File: src/logic/spd_pkg.sv
package spd_pkg;
    // Byte addresses of the 24-bit divider register, most significant byte first
    localparam logic [7:0] ADDR_DIV_HI = 8'h89;
    localparam logic [7:0] ADDR_DIV_MID = 8'h8A;
    localparam logic [7:0] ADDR_DIV_LO = 8'h8B;
    localparam logic [23:0] DIV_RESET = 24'h000040;
    localparam logic [7:0] RDATA_UNMAPPED = 8'h00;
    // Field layout
    localparam int MODE_MSB = 23;
    localparam int MODE_LSB = 20;
    localparam int TYPE_BIT = 19;
    localparam int POL_BIT = 18;
    localparam int SEL_MSB = 17;
    localparam int SEL_LSB = 16;
    localparam int PERIOD_MSB = 15;
    // Byte lane boundaries of the register access port
    localparam int BYTE_MID_LSB = 8;
    localparam int BYTE_LO_MSB = 7;
    localparam logic [3:0] MODE_FRAME = 4'hF;
    localparam logic [1:0] SEL_DIV_C = 2'h2;
    localparam logic [23:0] DIV_MAX = 24'hEFFFFF;
    localparam logic [23:0] DIV_MIN = 24'h000002;
    localparam logic [15:0] PERIOD_ONE = 16'h0001;
endpackage

File: src/logic/spd_post_div_d.sv
// Summary of operation
// - Mode nibble all ones gives frame pulses; otherwise it is the ratio's top bits.
// - Frame mode: bit 18 low gives normal polarity, high gives inverted polarity.
// - Frame mode: bit 19 low centres boundary in pulse, high puts it at edge.
// - Frame mode: low 16 bits count related-clock periods between pulses.
// - Normal mode: whole 24-bit value divides the clock, about half high.
// - Odd ratios near top frequency may give duty outside 45 to 55 percent.
// - Even ratios keep the duty cycle between 45 and 55 percent.
// - Frame mode: select code 10 picks sibling divider C; other codes reserved.
// - Each frame pulse is exactly one related-clock period wide, except that a period of 1 holds the pulse on.
`timescale 1ns/1ps
`default_nettype none
module spd_post_div_d
    import spd_pkg::*;
(
    // Clock and reset
    input wire logic clk_i,
    input wire logic nrst_i,
    // Register access port
    input wire logic reg_wr_i,
    input wire logic reg_rd_i,
    input wire logic [7:0] reg_addr_i,
    input wire logic [7:0] reg_wdata_i,
    output logic [7:0] reg_rdata_o,
    // Related clock from sibling divider C
    input wire logic sibling_divider_c_clock_i,
    // Divided clock or frame pulse
    output logic clk_o
);
    import spd_pkg::*;

    logic [23:0] divider_d_value_q;
    logic [23:0] divider_d_value_d;
    logic cfg_chg_q;
    logic [23:0] cnt_q;
    logic [15:0] fcnt_q;
    logic pulse_q;
    logic s1_q, s2_q, s3_q, lvl_q;
    logic agree, rise, fall;
    logic frm_mode, frm_valid, ptype, pol;
    logic [23:0] n_eff, hi_len;
    logic [15:0] period;

    assign frm_mode = divider_d_value_q[MODE_MSB:MODE_LSB] == MODE_FRAME;
    assign ptype = divider_d_value_q[TYPE_BIT];
    assign pol = divider_d_value_q[POL_BIT];
    assign period = divider_d_value_q[PERIOD_MSB:0];
    // Reserved selects and a zero period leave the output idle
    assign frm_valid = frm_mode && (divider_d_value_q[SEL_MSB:SEL_LSB] == SEL_DIV_C)
        && (period != '0);
    // Ratios 0 and 1 cannot be made from a registered output; they act as 2
    assign n_eff = (divider_d_value_q < DIV_MIN) ? DIV_MIN : divider_d_value_q;
    // High phase is the larger half, so even ratios come out at exactly 50%
    assign hi_len = n_eff - (n_eff >> 1);

    always_comb
    begin
        divider_d_value_d = divider_d_value_q;
        if (reg_wr_i)
        begin
            case (reg_addr_i)
                ADDR_DIV_HI: divider_d_value_d[MODE_MSB:SEL_LSB] = reg_wdata_i;
                ADDR_DIV_MID: divider_d_value_d[PERIOD_MSB:BYTE_MID_LSB] = reg_wdata_i;
                ADDR_DIV_LO: divider_d_value_d[BYTE_LO_MSB:0] = reg_wdata_i;
                default: divider_d_value_d = divider_d_value_q;
            endcase
        end
    end

    always_ff @(posedge clk_i or negedge nrst_i)
    begin
        if (!nrst_i)
        begin
            divider_d_value_q <= DIV_RESET;
            cfg_chg_q <= 1'b0;
        end
        else
        begin
            divider_d_value_q <= divider_d_value_d;
            cfg_chg_q <= divider_d_value_d != divider_d_value_q;
        end
    end

    always_ff @(posedge clk_i or negedge nrst_i)
    begin
        if (!nrst_i)
            reg_rdata_o <= RDATA_UNMAPPED;
        else if (reg_rd_i)
        begin
            case (reg_addr_i)
                ADDR_DIV_HI: reg_rdata_o <= divider_d_value_q[MODE_MSB:SEL_LSB];
                ADDR_DIV_MID: reg_rdata_o <= divider_d_value_q[PERIOD_MSB:BYTE_MID_LSB];
                ADDR_DIV_LO: reg_rdata_o <= divider_d_value_q[BYTE_LO_MSB:0];
                default: reg_rdata_o <= RDATA_UNMAPPED;
            endcase
        end
    end

    // Related clock synchroniser; an edge counts once stages two and three agree
    always_ff @(posedge clk_i or negedge nrst_i)
    begin
        if (!nrst_i)
        begin
            s1_q <= 1'b0;
            s2_q <= 1'b0;
            s3_q <= 1'b0;
            lvl_q <= 1'b0;
        end
        else
        begin
            s1_q <= sibling_divider_c_clock_i;
            s2_q <= s1_q;
            s3_q <= s2_q;
            if (agree)
                lvl_q <= s3_q;
        end
    end
    assign agree = s2_q == s3_q;
    assign rise = agree && s3_q && !lvl_q;
    assign fall = agree && !s3_q && lvl_q;

    // Normal-mode divider counter
    always_ff @(posedge clk_i or negedge nrst_i)
    begin
        if (!nrst_i)
            cnt_q <= '0;
        else if (cfg_chg_q || frm_mode || cnt_q >= n_eff - 24'h000001)
            cnt_q <= '0;
        else
            cnt_q <= cnt_q + 24'h000001;
    end

    // Frame counter advances on related-clock rising edges; zero is the boundary
    always_ff @(posedge clk_i or negedge nrst_i)
    begin
        if (!nrst_i)
            fcnt_q <= '0;
        else if (cfg_chg_q || !frm_valid)
            fcnt_q <= '0;
        else if (rise)
            fcnt_q <= (fcnt_q >= period - PERIOD_ONE) ? '0 : fcnt_q + PERIOD_ONE;
    end

    // Pulse spans one related period: edge type from boundary to next rise,
    // centred type from the fall before the boundary to the fall after it
    always_ff @(posedge clk_i or negedge nrst_i)
    begin
        if (!nrst_i)
            pulse_q <= 1'b0;
        else if (cfg_chg_q || !frm_valid)
            pulse_q <= 1'b0;
        else if (ptype && rise)
            pulse_q <= fcnt_q >= period - PERIOD_ONE;
        else if (!ptype && fall)
        begin
            if (fcnt_q == period - PERIOD_ONE)
                pulse_q <= 1'b1;
            else if (fcnt_q == '0)
                pulse_q <= 1'b0;
        end
    end

    always_ff @(posedge clk_i or negedge nrst_i)
    begin
        if (!nrst_i)
            clk_o <= 1'b0;
        else if (frm_mode)
            clk_o <= pulse_q ^ pol;
        else
            clk_o <= cnt_q < hi_len;
    end
endmodule
`default_nettype wire

File: config.mk
export PLATFORM = sky130hd
export DESIGN_NAME = spd_post_div_d
export DESIGN_NICKNAME = d
export VERILOG_FILES = /design/src/logic/spd_pkg.sv /design/src/logic/spd_post_div_d.sv
export SDC_FILE = /design/constraint.sdc
export NUM_CORES = 1
export LEC_CHECK = 0
export ABC_AREA = 0
export BUFFER_PORTS_ARGS = -buffer_cell sky130_fd_sc_hd__buf_2
export CAP_MARGIN = 20
export CORE_UTILIZATION = 25
export CTS_CLUSTER_SIZE = 10
export DETAILED_ROUTE_END_ITERATION = 8
export MAX_ROUTING_LAYER = met4
export SLEW_MARGIN = 10
export SYNTH_ARGS = -nofsm -noshare
export SYNTH_HDL_FRONTEND = slang
export SYNTH_SLANG_ARGS = --single-unit
File: constraint.sdc
create_clock -name clk_i -period 5.35 [get_ports clk_i]
set_clock_uncertainty 0.15 [all_clocks]
set_input_delay 0.535 -clock clk_i [delete_from_list [all_inputs] [get_ports clk_i]]
set_output_delay 0.535 -clock clk_i [all_outputs]
set_load 0.05 [all_outputs]
==> Word level (Yosys, flattened, before mapping) <==
Cells that the tools add are included.
{ "classes": {"n_addsub": 5, "magnitude_cmp": 4, "n_eq_ne": 8, "muxes": 16, "bitwise": 1, "n_reduce_logical": 21} }
{ "op_table": {"columns": ["op", "count"], "rows": [
  ["$mux W24", 3],
  ["$mux W16", 3],
  ["$add A24 B1 Y24 const B", 1],
  ["$eq A8 B8 Y1 const B", 3],
  ["$ge A24 B24 Y1", 1],
  ["$lt A24 B2 Y1 const B", 1],
  ["$lt A24 B24 Y1", 1],
  ["$mux W8", 3],
  ["$ne A24 B24 Y1", 1],
  ["$pmux W8 S3", 1],
  ["$sub A24 B1 Y24 const B", 1],
  ["$sub A24 B23 Y24", 1],
  ["$add A16 B1 Y16 const B", 1],
  ["$eq A16 B16 Y1", 1],
  ["$ge A16 B16 Y1", 1],
  ["$logic_not A16 Y1", 1],
  ["$reduce_bool A16 Y1", 1],
  ["$sub A16 B1 Y16 const B", 1],
  ["$logic_and A1 B1 Y1", 8],
  ["$mux W1", 6],
  ["$eq A4 B4 Y1 const B", 1],
  ["$logic_not A1 Y1", 4],
  ["$reduce_bool A4 Y1", 1],
  ["$logic_or A1 B1 Y1", 3],
  ["other kinds (6)", 6]
]} }
{ "totals": {"ff_bits": 79, "output_inout_bits": 9, "word_cells": 66} }

==> Depth between registers and ports, before layout <==
Gate-level depths: netlist of the first run.
{ "depth": {"ltp_word": 7, "depth_mapped": 23} }

==> Worst setup path before layout of the first run <==
OpenSTA, ideal clock, no wires.
{ "synth_path": {"path_type": "reg-to-reg", "startpoint": "reg divider_d_value_q[12]", "endpoint": "reg cnt_q[10]", "setup_ns": 0.136, "arrival_time_ns": 4.084, "setup_slack_ns": 0.979, "path_stages_with_launch": 24, "n_path_buf": 2, "synth_period_minus_slack_ns": 4.371, "path_cell_list": "dfrtp_1 -> buf_2 -> nor4_4 -> nand4_2 -> o21ai_4 -> inv_1 -> ha_1 -> o21ai_0 -> nand2_1 -> o311a_2 -> o221a_4 -> o21ai_2 -> nor2b_1 -> xnor2_1 -> ha_1 -> a21o_1 -> a21o_1 -> a21o_1 -> a21oi_1 -> o21ai_0 -> o21ai_0 -> a31oi_1 -> clkbuf_1 -> nor3_1"} }
{ "synth_between": {"elab_chain_cells": 6} }
{ "synth_lines": {"columns": ["element", "line_no", "source"], "rows": [
  ["start, declared", "spd_post_div_d.sv:32", "logic [23:0] divider_d_value_q;"],
  ["start signal, assigned", "spd_post_div_d.sv:79", "divider_d_value_q <= divider_d_value_d;"],
  ["$lt A24 B2 Y1", "spd_post_div_d.sv:52", "assign n_eff = (divider_d_value_q < DIV_MIN) ? DIV_MIN : divider_d_value_q;"],
  ["$mux W24 *", "spd_post_div_d.sv:52", null],
  ["$sub A24 B1 Y24 *", "spd_post_div_d.sv:127", "else if (cfg_chg_q || frm_mode || cnt_q >= n_eff - 24'h000001)"],
  ["$ge A24 B24 Y1 *", "spd_post_div_d.sv:127", null],
  ["$logic_or A1 B1 Y1 *", "spd_post_div_d.sv:127", null],
  ["$mux W24 *", "spd_post_div_d.sv:127", null],
  ["end signal, assigned", "spd_post_div_d.sv:130", "cnt_q <= cnt_q + 24'h000001;"],
  ["end, declared", "spd_post_div_d.sv:35", "logic [23:0] cnt_q;"]
]} }
Mark *: on every way between the ends. The rest lies on a longest branch, timed or not.
A chain may end at the register's enable or synchronous reset.

==> Worst setup path after layout of the first run <==
{ "layout_path": {"startpoint": "reg divider_d_value_q[23]", "endpoint": "reg cnt_q[8]"} }
{ "layout_between": {"elab_chain_cells": 6, "word_cells_on_any_way": 8, "cone_classes": "1 x add/sub; 2 x order compare; 1 x eq/ne; 2 x mux; 2 x reduce/logical"} }
{ "layout_lines": {"columns": ["element", "line_no"], "rows": [
  ["$lt A24 B2 Y1", "spd_post_div_d.sv:52"],
  ["$mux W24", "spd_post_div_d.sv:52"],
  ["$sub A24 B1 Y24", "spd_post_div_d.sv:127"],
  ["$ge A24 B24 Y1", "spd_post_div_d.sv:127"],
  ["$logic_or A1 B1 Y1 *", "spd_post_div_d.sv:127"],
  ["$mux W24 *", "spd_post_div_d.sv:127"]
]} }
Marked as above.

==> results of run 1 <==
-- cells in the mapped netlist, types with 2 or more instances --
cell type and number:
a22oi_1 8, o21a_1 5, nor3_1 49, o21bai_1 7, a31oi_1 7, nand3_1 38, nor3b_1 3, clkbuf_1 41
or4_1 2, a21o_1 25, a221oi_1 5, nor2b_1 9, o31a_1 2, nand4_1 21, and2_1 2, nor3b_2 2
nor4_1 11, o31ai_1 6, o21ai_0 70, nand2b_1 5, o221ai_1 3, buf_6 2, a221o_1 2, ha_1 128
nand2_1 88, xor2_1 23, a21oi_1 47, and4_1 4, inv_1 82, or3_1 9, o22ai_1 15, nor4_4 2
o21ai_2 4, o211ai_1 6, dfrtp_1 78, xnor2_1 69, buf_2 11, a211oi_1 4, nor2_1 53, and3_1 12
a21boi_0 2
-- what timing repair did --
item | in CTS | in global routing
buffers inserted | 0 | 0
hold endpoints to repair | 0 | 3
hold buffers | 0 | 1
-- final timing paths --
| check | to | slack (ns) | depth (start not counted) |
|---|---|---|---|
| min | s1_q | 0.14 | 1 |
| max | cnt_q[8] | 0.40 | 22 |
| max reg2reg | cnt_q[8] | 0.40 | 22 |
| min in group asynchronous | divider_d_value_q[11] | 0.50 | 2 |
| max in group asynchronous | divider_d_value_q[6] | 3.88 | 3 |
| min reg2reg | s2_q | 0.20 | 0 |
-- cell families (layout without fill, tap and decap cells) --
group | count (synthesis) | after routing | synth area share [%]
flops | 79 | 79 | 24.47
simple gates | 317 | 317 | 19.86
mux | 2 | 2 | 0.2631
compound gates | 235 | 235 | 18.76
xor+xnor | 92 | 92 | 9.967
fa+ha+maj | 128 | 128 | 19.81
buf+inv | 139 | 140 | 6.872
-- per-layer routing --
metal	up-vias	global-route usage (%)	share of wire, %
li1	3495	-	-
met1	3432	20.41	49
met2	227	21.85	43
met3	39	1.945	5.5
met4	0	5.017	2.7
met5	-	-	0
-- power groups by stage --
stage	combinational [mW]	clock, mW	sequential (mW)
after floorplan	0.684	0	0.650
after global placement	0.901	0	0.657
after detailed placement	0.916	0	0.659
after CTS	0.924	0.693	0.647
after global routing	1.04	0.720	0.650
final	0.936	0.680	0.647
-- registers in the layout, summed over array words and instances (netlist names) --
signal	count
s3_q	1
cnt_q	24
cfg_chg_q	1
divider_d_value_q	24
s2_q	1
clk_o	1
lvl_q	1
pulse_q	1
reg_rdata_o	8
fcnt_q	16
s1_q	1
-- area by class of cell --
class,count,area [µm²]
Timing Repair Buffer,42,271.5
Inverter,82,307.8
Clock inverter,6,75.07
Multi-Input combinational cell,774,5557
Sequential cell,79,1978
Clock buffer,10,239.0
Tap cell,402,503.0
Fill cell,3455,22790
-- metrics by stage --
| stage | area, µm² | setup slack [ns] |
|---|---|---|
| floorplan | 8084 | 0.9795 |
| global placement | 8568 | 0.2951 |
| detailed placement | 8568 | 0.1603 |
| CTS | 8882 | 0.1362 |
| global route | 8931 | 0.03528 |
| finish | 8931 | 0.4042 |
-- critical path, cell delays in order, from the launching register on --
cell and delay (ns):
dfrtp_1 0.47, nor4_1 0.31, nand4_1 0.33, o21ai_4 0.24
inv_1 0.06, ha_1 0.18, o21ai_0 0.15, nand2_1 0.07
o311a_2 0.16, o221a_4 0.27, o21ai_2 0.22, nor2b_1 0.09
xnor2_1 0.15, ha_1 0.32, a21o_1 0.12, a21o_1 0.10
a21o_1 0.11, a21oi_1 0.06, o21ai_0 0.24, o21ai_0 0.17
a31oi_2 0.50, buf_6 0.24, nor3_1 0.07
-- placed cells by master, fill, tap and decap left out, types with 3 or more instances in the layout --
cell type,n
o31ai_1,6
o21ai_0,70
a22oi_1,8
nor2b_1,9
nor4_1,11
nand3_1,38
dfrtp_1,78
ha_1,128
buf_4,11
o22ai_1,15
a31oi_1,6
o211ai_1,6
a221oi_1,5
o21ai_2,4
buf_2,28
a211oi_1,4
xor2_1,23
clkbuf_16,9
a21o_1,25
o21a_1,5
o21bai_1,7
nor3b_1,3
and4_1,4
xnor2_1,69
nor2_1,53
and3_1,12
or3_1,9
inv_1,82
a21oi_1,47
o221ai_1,3
nor3_1,49
nand4_1,21
nand2_1,88
nand2b_1,5
==> flow_metrics.tcl, run 1 <==
set metrics [dict create \
    fin_tns_setup_ns 0 \
    cts_resized 0 \
    min_from "sibling_divider_c_clock_i" \
    whs_ns 0.1434 \
    leakage_nw 4.102 \
    yosysSeqAreaShare_pct 24.47 \
    dieHeight_um 181.8 \
    syn_nets 1141 \
    max_cap_viol_count 0 \
    core_area_um2 31720 \
    antenna_found_initial 0 \
    die_area_um2 33060 \
    crit_start "divider_d_value_q[23]" \
    finalCriticalPeriod_ns 4.946 \
    switchingPower_mw 0.8943 \
    switching_share_pct 39.52 \
    worstSetupStartpointType "flip-flop" \
    hold_path.class "in2reg" \
    ys_types 71 \
    vias 7193 \
    grt_start_max_net_pins 80 \
    numCtsBuffers 9 \
    clk_pin_slew_worst_paths_ns 0.07 \
    power.total_mw 2.263 \
    synth_top_cell_by_area "dfrtp_1" \
    endpoint_kind "flip-flop" \
    cts_sinks 79 \
    finalNonFillerCells 1395 \
    dr.pass1.iters 8 \
    clock_path_buffers 2 \
    cp_max_fo 14 \
    setup_viol 0 \
    rows 65 \
    ir_drop_mv 0.1874 \
    cts_tree "built" \
    async_flop_share_pct 100.0 \
    synth_top_area_share_pct 24.14 \
    root_buffer "clkbuf_16" \
    tightest_slew_ns 0.8666 \
    start_util_pct 25.49 \
    finalHoldViolations 0 \
    hpwl_mm 17.98 \
    post-route-util_pct 28.16 \
    die_x_um 181.8 \
    reg2reg_from "divider_d_value_q[23]" \
    wl_per_cell_um 16.50 \
    synth_edf_count 0 \
    drt-total-wl_mm 23.02 \
    portBuffers 29 \
    drive_above_1_share_pct 7.855 \
    p_int_mw 1.369 \
    grt_pass1_vias 7006 \
    worstPathArrival_ns 4.99 \
    final_max_slew_viol_count 0 \
    ant_nets 0 \
    overflow 0 \
    timing.fmax_mhz 202.2 \
    ys_top_cells_by_area "dfrtp_1 (24%), ha_1 (20%), xnor2_1 (7.5%), o21ai_0 (4.3%), nand2_1 (4.1%)" \
    diodes 0 \
    seqPwrFrac_pct 28.6 \
    syn_area_per_cell_um2 8.149 \
    critical_path_class "reg2reg" \
    clock_latency_ns 0.36 \
    max_slew_margin_pct 42.01 \
    ys_warn_count 0 \
    rsz0062_at_grt "false" \
    area_delta_synth_final_pct 10.48 \
    vias_per_cell 5.156 \
    power_density_nw_per_um2 253.4 \
    fin_nets 1137 \
    status "finished, final reports clean" \
    dp_cells 1376 \
    ys_ff_latch 79 \
    htree_levels 3 \
    power.share.clock_pct 30.0 \
    p_comb_share_pct 41.4 \
    synth-main-ff-cell "dfrtp_1" \
    grt_pass1_wl_mm 37.33 \
    gp_congestion 0.9177 \
    drc 0 \
    grtUsageTotal_pct 14.73 \
    period_share_pct 92.45 \
    syn-cell-area_um2 8084 \
    num_io_pins 30 \
    cp.required_ns 5.39 \
    syn_inst 992 \
    drtIter0Drc 586 \
]
(Power assumes the default switching activity.)
==> inputs of run 2 (changes only) <==
--- a/config.mk
+++ b/config.mk
@@ -12,6 +12,7 @@
 export CTS_CLUSTER_SIZE = 10
 export DETAILED_ROUTE_END_ITERATION = 8
 export MAX_ROUTING_LAYER = met4
+export SETUP_SLACK_MARGIN = 0.05
 export SLEW_MARGIN = 10
 export SYNTH_ARGS = -nofsm -noshare
 export SYNTH_HDL_FRONTEND = slang
==> constraint.sdc (replaced) <==
create_clock -name clk_i -period 5.5 [get_ports clk_i]
set_clock_uncertainty 0.15 [all_clocks]
set_input_delay 0.55 -clock clk_i [delete_from_list [all_inputs] [get_ports clk_i]]
set_output_delay 0.55 -clock clk_i [all_outputs]
set_load 0.05 [all_outputs]
==> run 2 against run 1 <==
  * Wire length decreased by 1.7%
  * Maximum frequency decreased by 2.2%
  * Register-to-register slack improved by 0.04 ns
  * Count of clock-buffer cells in the layout decreased by 1
  * Largest cell class unchanged
==> flow_metrics.tcl, run 2 (synthesis gave the netlist of run 1 again) <==
set metrics [dict create \
    hold-path-cell-count 1 \
    core_area_um2 31720 \
    max_cap_viol_count 0 \
    leakage_nw 4.073 \
    reg_top3 "cnt_q (24), divider_d_value_q (24), fcnt_q (16)" \
    timing.fmax_mhz 197.8 \
    hpwl_mm 17.84 \
    area_delta_synth_final_pct 9.782 \
    antenna_found_initial 0 \
    endpoint_kind "flip-flop" \
    rows 65 \
    cts_sinks 79 \
    drtIter0Drc 400 \
    die_x_um 181.8 \
    final_cell_mix "ha_1 (128), nand2_1 (88), inv_1 (82)" \
    fillCellCount 3416 \
    min_to "s1_q" \
    hold_path.class "in2reg" \
    clock_path_buffers 2 \
    post-route-cell-area_um2 8875 \
    finalHoldViolations 0 \
    final_max_slew_viol_count 0 \
    grt_pass1_vias 6859 \
    overflow 0 \
    dp_worst_setup_slack_ns 0.4978 \
    switching_share_pct 40.63 \
    fin_tns_setup_ns 0 \
    rsz0062_at_grt "false" \
    dr.pass1.iters 5 \
    vias_per_cell 5.104 \
    seq_area_um2 1978 \
    vias 7100 \
    fin_nets 1133 \
    placed_area_um2 8549 \
    grtUsageTotal_pct 14.45 \
    p_int_mw 1.275 \
    status "finished, final reports clean" \
    cp_max_fo 13 \
    period_share_pct 91.93 \
    dieHeight_um 181.8 \
    drt-total-wl_mm 22.63 \
    final_common_cell "ha_1" \
    r2r_cells 22 \
    finalNonFillerCells 1391 \
    numCtsBuffers 9 \
    drc 0 \
    power.total_mw 2.147 \
    switchingPower_mw 0.8722 \
    setup_viol 0 \
    layout_setup_ws_ns 0.4438 \
    critical_path_class "reg2reg" \
    die_area_um2 33060 \
    drive_above_1_share_pct 7.482 \
    post_cts_buffers 0 \
    reg2reg_from "divider_d_value_q[5]" \
    multi_input_area_um2 5557 \
    cp.required_ns 5.60 \
    portBuffers 29 \
    ir_drop_mv 0.1448 \
    worstSetupStartpointType "flip-flop" \
    dp_cells 1373 \
    r2r-end "cnt_q[4]" \
    grt_start_max_net_pins 80 \
    finalCriticalPeriod_ns 5.056 \
    seqPwrFrac_pct 29.4 \
    ant_nets 0 \
    power.share.clock_pct 28.6 \
    start_util_pct 25.49 \
    clk_pin_slew_worst_paths_ns 0.07 \
    worstPathArrival_ns 5.16 \
    min_from "sibling_divider_c_clock_i" \
    clock_latency_ns 0.36 \
    wl_per_cell_um 16.27 \
    cts_tree "built" \
    root_buffer "clkbuf_16" \
    p_comb_share_pct 42.0 \
    num_io_pins 30 \
    gp_congestion 0.9730 \
    diodes 0 \
    power_density_nw_per_um2 241.9 \
    max_slew_margin_pct 44.25 \
    rrSetupSlack_ns 0.44 \
    tightest_slew_ns 0.8342 \
    grt_pass1_wl_mm 37.04 \
    htree_levels 3 \
]
## run 2: routing by layer
| metal | vias up | global-route usage, % | wire (µm) |
|---|---|---|---|
| met5 | - | - | 0 |
| met2 | 205 | 22.09 | 10100 |
| met4 | 0 | 3.898 | 488 |
| met3 | 38 | 2.447 | 1100 |
| met1 | 3382 | 19.55 | 10950 |
| li1 | 3475 | - | - |
## run 2: worst max-delay path: stages (launching register included)
cell	delay [ns]
dfrtp_1	0.52
nor4_4	0.37
nand4_2	0.22
o21ai_4	0.31
inv_1	0.08
ha_1	0.19
o21ai_0	0.14
nand2_1	0.08
o311a_2	0.16
o221a_4	0.27
o21ai_2	0.22
nor2b_1	0.08
xnor2_1	0.22
ha_1	0.29
a21o_1	0.18
a21o_1	0.17
a21o_1	0.17
a21oi_1	0.13
o21ai_0	0.11
nor2_1	0.13
a31oi_2	0.29
buf_6	0.26
nor3_1	0.19
## run 2: power by group through the flow
stage,logic [mW],clock network (mW),registers [mW]
after detailed placement,0.887,0,0.642
after global placement,0.873,0,0.641
after floorplan,0.665,0,0.633
after CTS,0.893,0.625,0.631
after global routing,1.00,0.645,0.634
final,0.902,0.614,0.631
## run 2: repair_timing
action | CTS | global route
hold buffers | 0 | 1
endpoints found under the hold margin | 0 | 20
resized for setup | 0 | 0
## run 2: how the worst max path moves through the flow
stage	from	end	slack [ns]	depth (start not counted)
2_1_floorplan	divider_d_value_q[12]	cnt_q[10]	1.13	23
3_3_place_gp	divider_d_value_q[23]	cnt_q[10]	0.29	21
3_5_place_dp	divider_d_value_q[23]	cnt_q[10]	0.50	22
4_1_cts	divider_d_value_q[23]	cnt_q[1]	0.47	22
5_1_grt	divider_d_value_q[23]	cnt_q[1]	0.08	22
6_report	divider_d_value_q[5]	cnt_q[4]	0.44	22
## run 2: through the flow
| step | hold slack [ns] | util [%] |
|---|---|---|
| after floorplan | 0.1044 | - |
| after global placement | 0.2010 | 26.92 |
| after detailed placement | 0.1880 | 26.95 |
| after CTS | 0.1314 | 27.86 |
| after global routing | 0.1303 | 27.98 |
| final | 0.1460 | 27.98 |
## run 2: area by class of cell
cell class / instances / area share [%]
clock buffer: 9 / 2.538
clock inverter: 7 / 0.7049
inverter: 82 / 3.468
multi-input combinational: 774 / 62.61
sequential: 79 / 22.29
tap: 402 / 5.668
timing repair buffer: 38 / 2.721
==> inputs of run 3 (changes only) <==
--- a/config.mk
+++ b/config.mk
@@ -6,11 +6,11 @@
 export NUM_CORES = 1
 export LEC_CHECK = 0
 export ABC_AREA = 0
-export BUFFER_PORTS_ARGS = -buffer_cell sky130_fd_sc_hd__buf_2
 export CAP_MARGIN = 20
 export CORE_UTILIZATION = 25
 export CTS_CLUSTER_SIZE = 10
 export DETAILED_ROUTE_END_ITERATION = 8
+export DONT_BUFFER_PORTS = 1
 export MAX_ROUTING_LAYER = met4
 export SETUP_SLACK_MARGIN = 0.05
 export SLEW_MARGIN = 10
==> run 3 against run 2 <==
  * Register-to-register slack improved by 0.05 ns
  * First-iteration DRC count rose by 23%
  * Sequential power rose by 1%
  * Hold slack got worse by 0.064 ns
  * Flip-flop and latch count did not move
  * Maximum frequency rose by 1.0%
  * Design area fell by 1.1%
  * Largest cell class unchanged
  * Largest power group unchanged
==> flow_metrics.tcl, run 3 (synthesis gave the netlist of run 1 again) <==
set metrics [dict create \
    hold_path.class "in2reg" \
    status "finished, final reports clean" \
    start_util_pct 25.49 \
    leakage_nw 3.969 \
    switchingPower_mw 0.8540 \
    timing.fmax_mhz 199.8 \
    hold-path-cell-count 0 \
    crit_chain "nor4_1 -> nand4_1 -> o21ai_4 -> inv_1 -> ha_1 -> nor2_1 -> o21ai_0 -> a31oi_1 -> o31ai_1 -> and4_1 -> o31ai_1 -> a21oi_1 -> xnor2_1 -> ha_1 -> a21o_1 -> a21oi_1 -> nor2b_1 -> o21ai_0 -> nand2b_1 -> a21oi_1 -> o211ai_1 -> o22ai_1" \
    clock_latency_ns 0.36 \
    p_int_mw 1.324 \
    fillCellCount 3403 \
    ant_nets 0 \
    root_buffer "clkbuf_16" \
    drt-total-wl_mm 22.59 \
    r2r_cells 22 \
    dr.max_layer_used "met4" \
    drc 0 \
    crit_path_frequent_cell "a21oi_1" \
    portBuffers 0 \
    dr_wl_met3_mm 1.150 \
    rsz0062_at_grt "false" \
    cts_sinks 79 \
    period_share_pct 91.00 \
    grt_start_max_net_pins 80 \
    final_max_slew_viol_count 0 \
    cts_resized 0 \
    grt_pass1_wl_mm 36.49 \
    reg_top3 "cnt_q (24), divider_d_value_q (24), fcnt_q (16)" \
    whs_ns 0.08199 \
    multi_input_area_um2 5557 \
    vias 7009 \
    drive_above_1_share_pct 4.984 \
    max_slew_margin_pct 43.53 \
    rows 65 \
    setup_viol 0 \
    grtUsageTotal_pct 14.30 \
    worstSetupStartpointType "flip-flop" \
    num_io_pins 30 \
    dr.pass1.iters 5 \
    r2r-end "clk_o" \
    wl_met2_mm 9.939 \
    power.share.clock_pct 30.6 \
    cp.required_ns 5.60 \
    final_cell_mix "ha_1 (128), nand2_1 (88), inv_1 (82)" \
    diodes 0 \
    cp_max_fo 9 \
    hpwl_mm 17.65 \
    drtIter0Drc 492 \
    clock_path_buffers 2 \
    finalHoldViolations 0 \
    slowest_delay_ns 0.48 \
    min_to "s1_q" \
    slowest_stage "dfrtp_1" \
    rrSetupSlack_ns 0.50 \
    seq_area_um2 1978 \
    area_delta_synth_final_pct 8.605 \
    fin_nets 1107 \
    ir_drop_mv 0.1644 \
    antenna_found_initial 0 \
    switching_share_pct 39.21 \
    tightest_slew_ns 0.8439 \
    clk_pin_slew_worst_paths_ns 0.07 \
    finalCriticalPeriod_ns 5.005 \
    cts_tree "built" \
    core_area_um2 31720 \
    reg2reg_from "divider_d_value_q[23]" \
    die_x_um 181.8 \
    grt_pass1_vias 6797 \
    numCtsBuffers 9 \
    fin_tns_setup_ns 0 \
    gp_congestion 0.9504 \
    worstPathArrival_ns 5.10 \
    power_density_nw_per_um2 248.1 \
    wl_met1_mm 10.84 \
    critical_path_class "reg2reg" \
    vias_per_cell 5.135 \
    overflow 0 \
    max_cap_viol_count 0 \
    htree_levels 3 \
    seqPwrFrac_pct 29.3 \
    endpoint_kind "flip-flop" \
    die_area_um2 33060 \
    dieHeight_um 181.8 \
    p_comb_share_pct 40.1 \
    wl_per_cell_um 16.55 \
    final_common_cell "ha_1" \
    min_from "sibling_divider_c_clock_i" \
    post_cts_buffers 0 \
]
==> run 3: cell types whose count changed in the layout (fill, tap and decap cells not counted), sizes merged <==
cell      change
buf          -26
bufinv        +1
clkbuf        +1
clkinv        -2
clkinvlp      +1
inv           -1
==> run 3: worst max path at each step <==
| stage | from | endpoint | slack, ns | cells after the start |
|---|---|---|---|---|
| after global routing | divider_d_value_q[23] | clk_o | 0.05 | 22 |
| after CTS | divider_d_value_q[23] | cnt_q[12] | 0.17 | 21 |
| after detailed placement | divider_d_value_q[23] | cnt_q[12] | 0.19 | 21 |
| final | divider_d_value_q[23] | clk_o | 0.50 | 22 |
| after floorplan | divider_d_value_q[12] | cnt_q[10] | 1.13 | 23 |
| after global placement | divider_d_value_q[23] | cnt_q[15] | 0.27 | 21 |
==> run 3: area by class of cell <==
cell class | count | area share [%]
multi-input combinational | 774 | 63.29
sequential | 79 | 22.53
tap | 402 | 5.729
inverter | 82 | 3.506
clock buffer | 10 | 2.722
timing repair buffer | 12 | 1.368
clock inverter | 6 | 0.8551
==> run 3: through the flow <==
stage	total power, mW	util [%]	std cells	setup slack (ns)	area, µm²
after global placement	1.483	26.52	1346	0.2693	8413
final	2.178	27.68	1365	0.4952	8780
after floorplan	1.298	-	992	1.129	8084
after detailed placement	1.500	26.52	1346	0.1891	8413
after CTS	2.191	27.63	1364	0.1672	8765
after global routing	2.320	27.68	1365	0.05477	8780
==> run 3: power groups by stage <==
| stage | sequential, mW | clock [mW] | combinational [mW] |
|---|---|---|---|
| floorplan | 0.633 | 0 | 0.665 |
| CTS | 0.638 | 0.682 | 0.871 |
| global route | 0.641 | 0.703 | 0.975 |
| finish | 0.638 | 0.666 | 0.873 |
| global placement | 0.648 | 0 | 0.835 |
| detailed placement | 0.649 | 0 | 0.850 |
==> run 3: per-layer routing <==
layer  track usage (%)  vias up
li1                  -     3431
met1             19.32     3337
met2             21.62      199
met3             1.945       42
met4             5.288        0
met5                 -        -
==> run 3: worst max-delay path: cells and delay by family (launching register included) <==
kind / cells / cell delay [ns]
flip-flops: 1 / 0.48
adder cells (fa/ha/maj): 2 / 0.59
AO/OA/AOI/OAI: 12 / 2.17
AND/OR/NAND/NOR: 6 / 1.22
XOR/XNOR: 1 / 0.20
buffers and inverters: 1 / 0.08
==> run 3: timing repair <==
item,CTS,global route
endpoints found under the hold margin,79,0
endpoints found under the setup margin,0,1
hold buffers,2,0
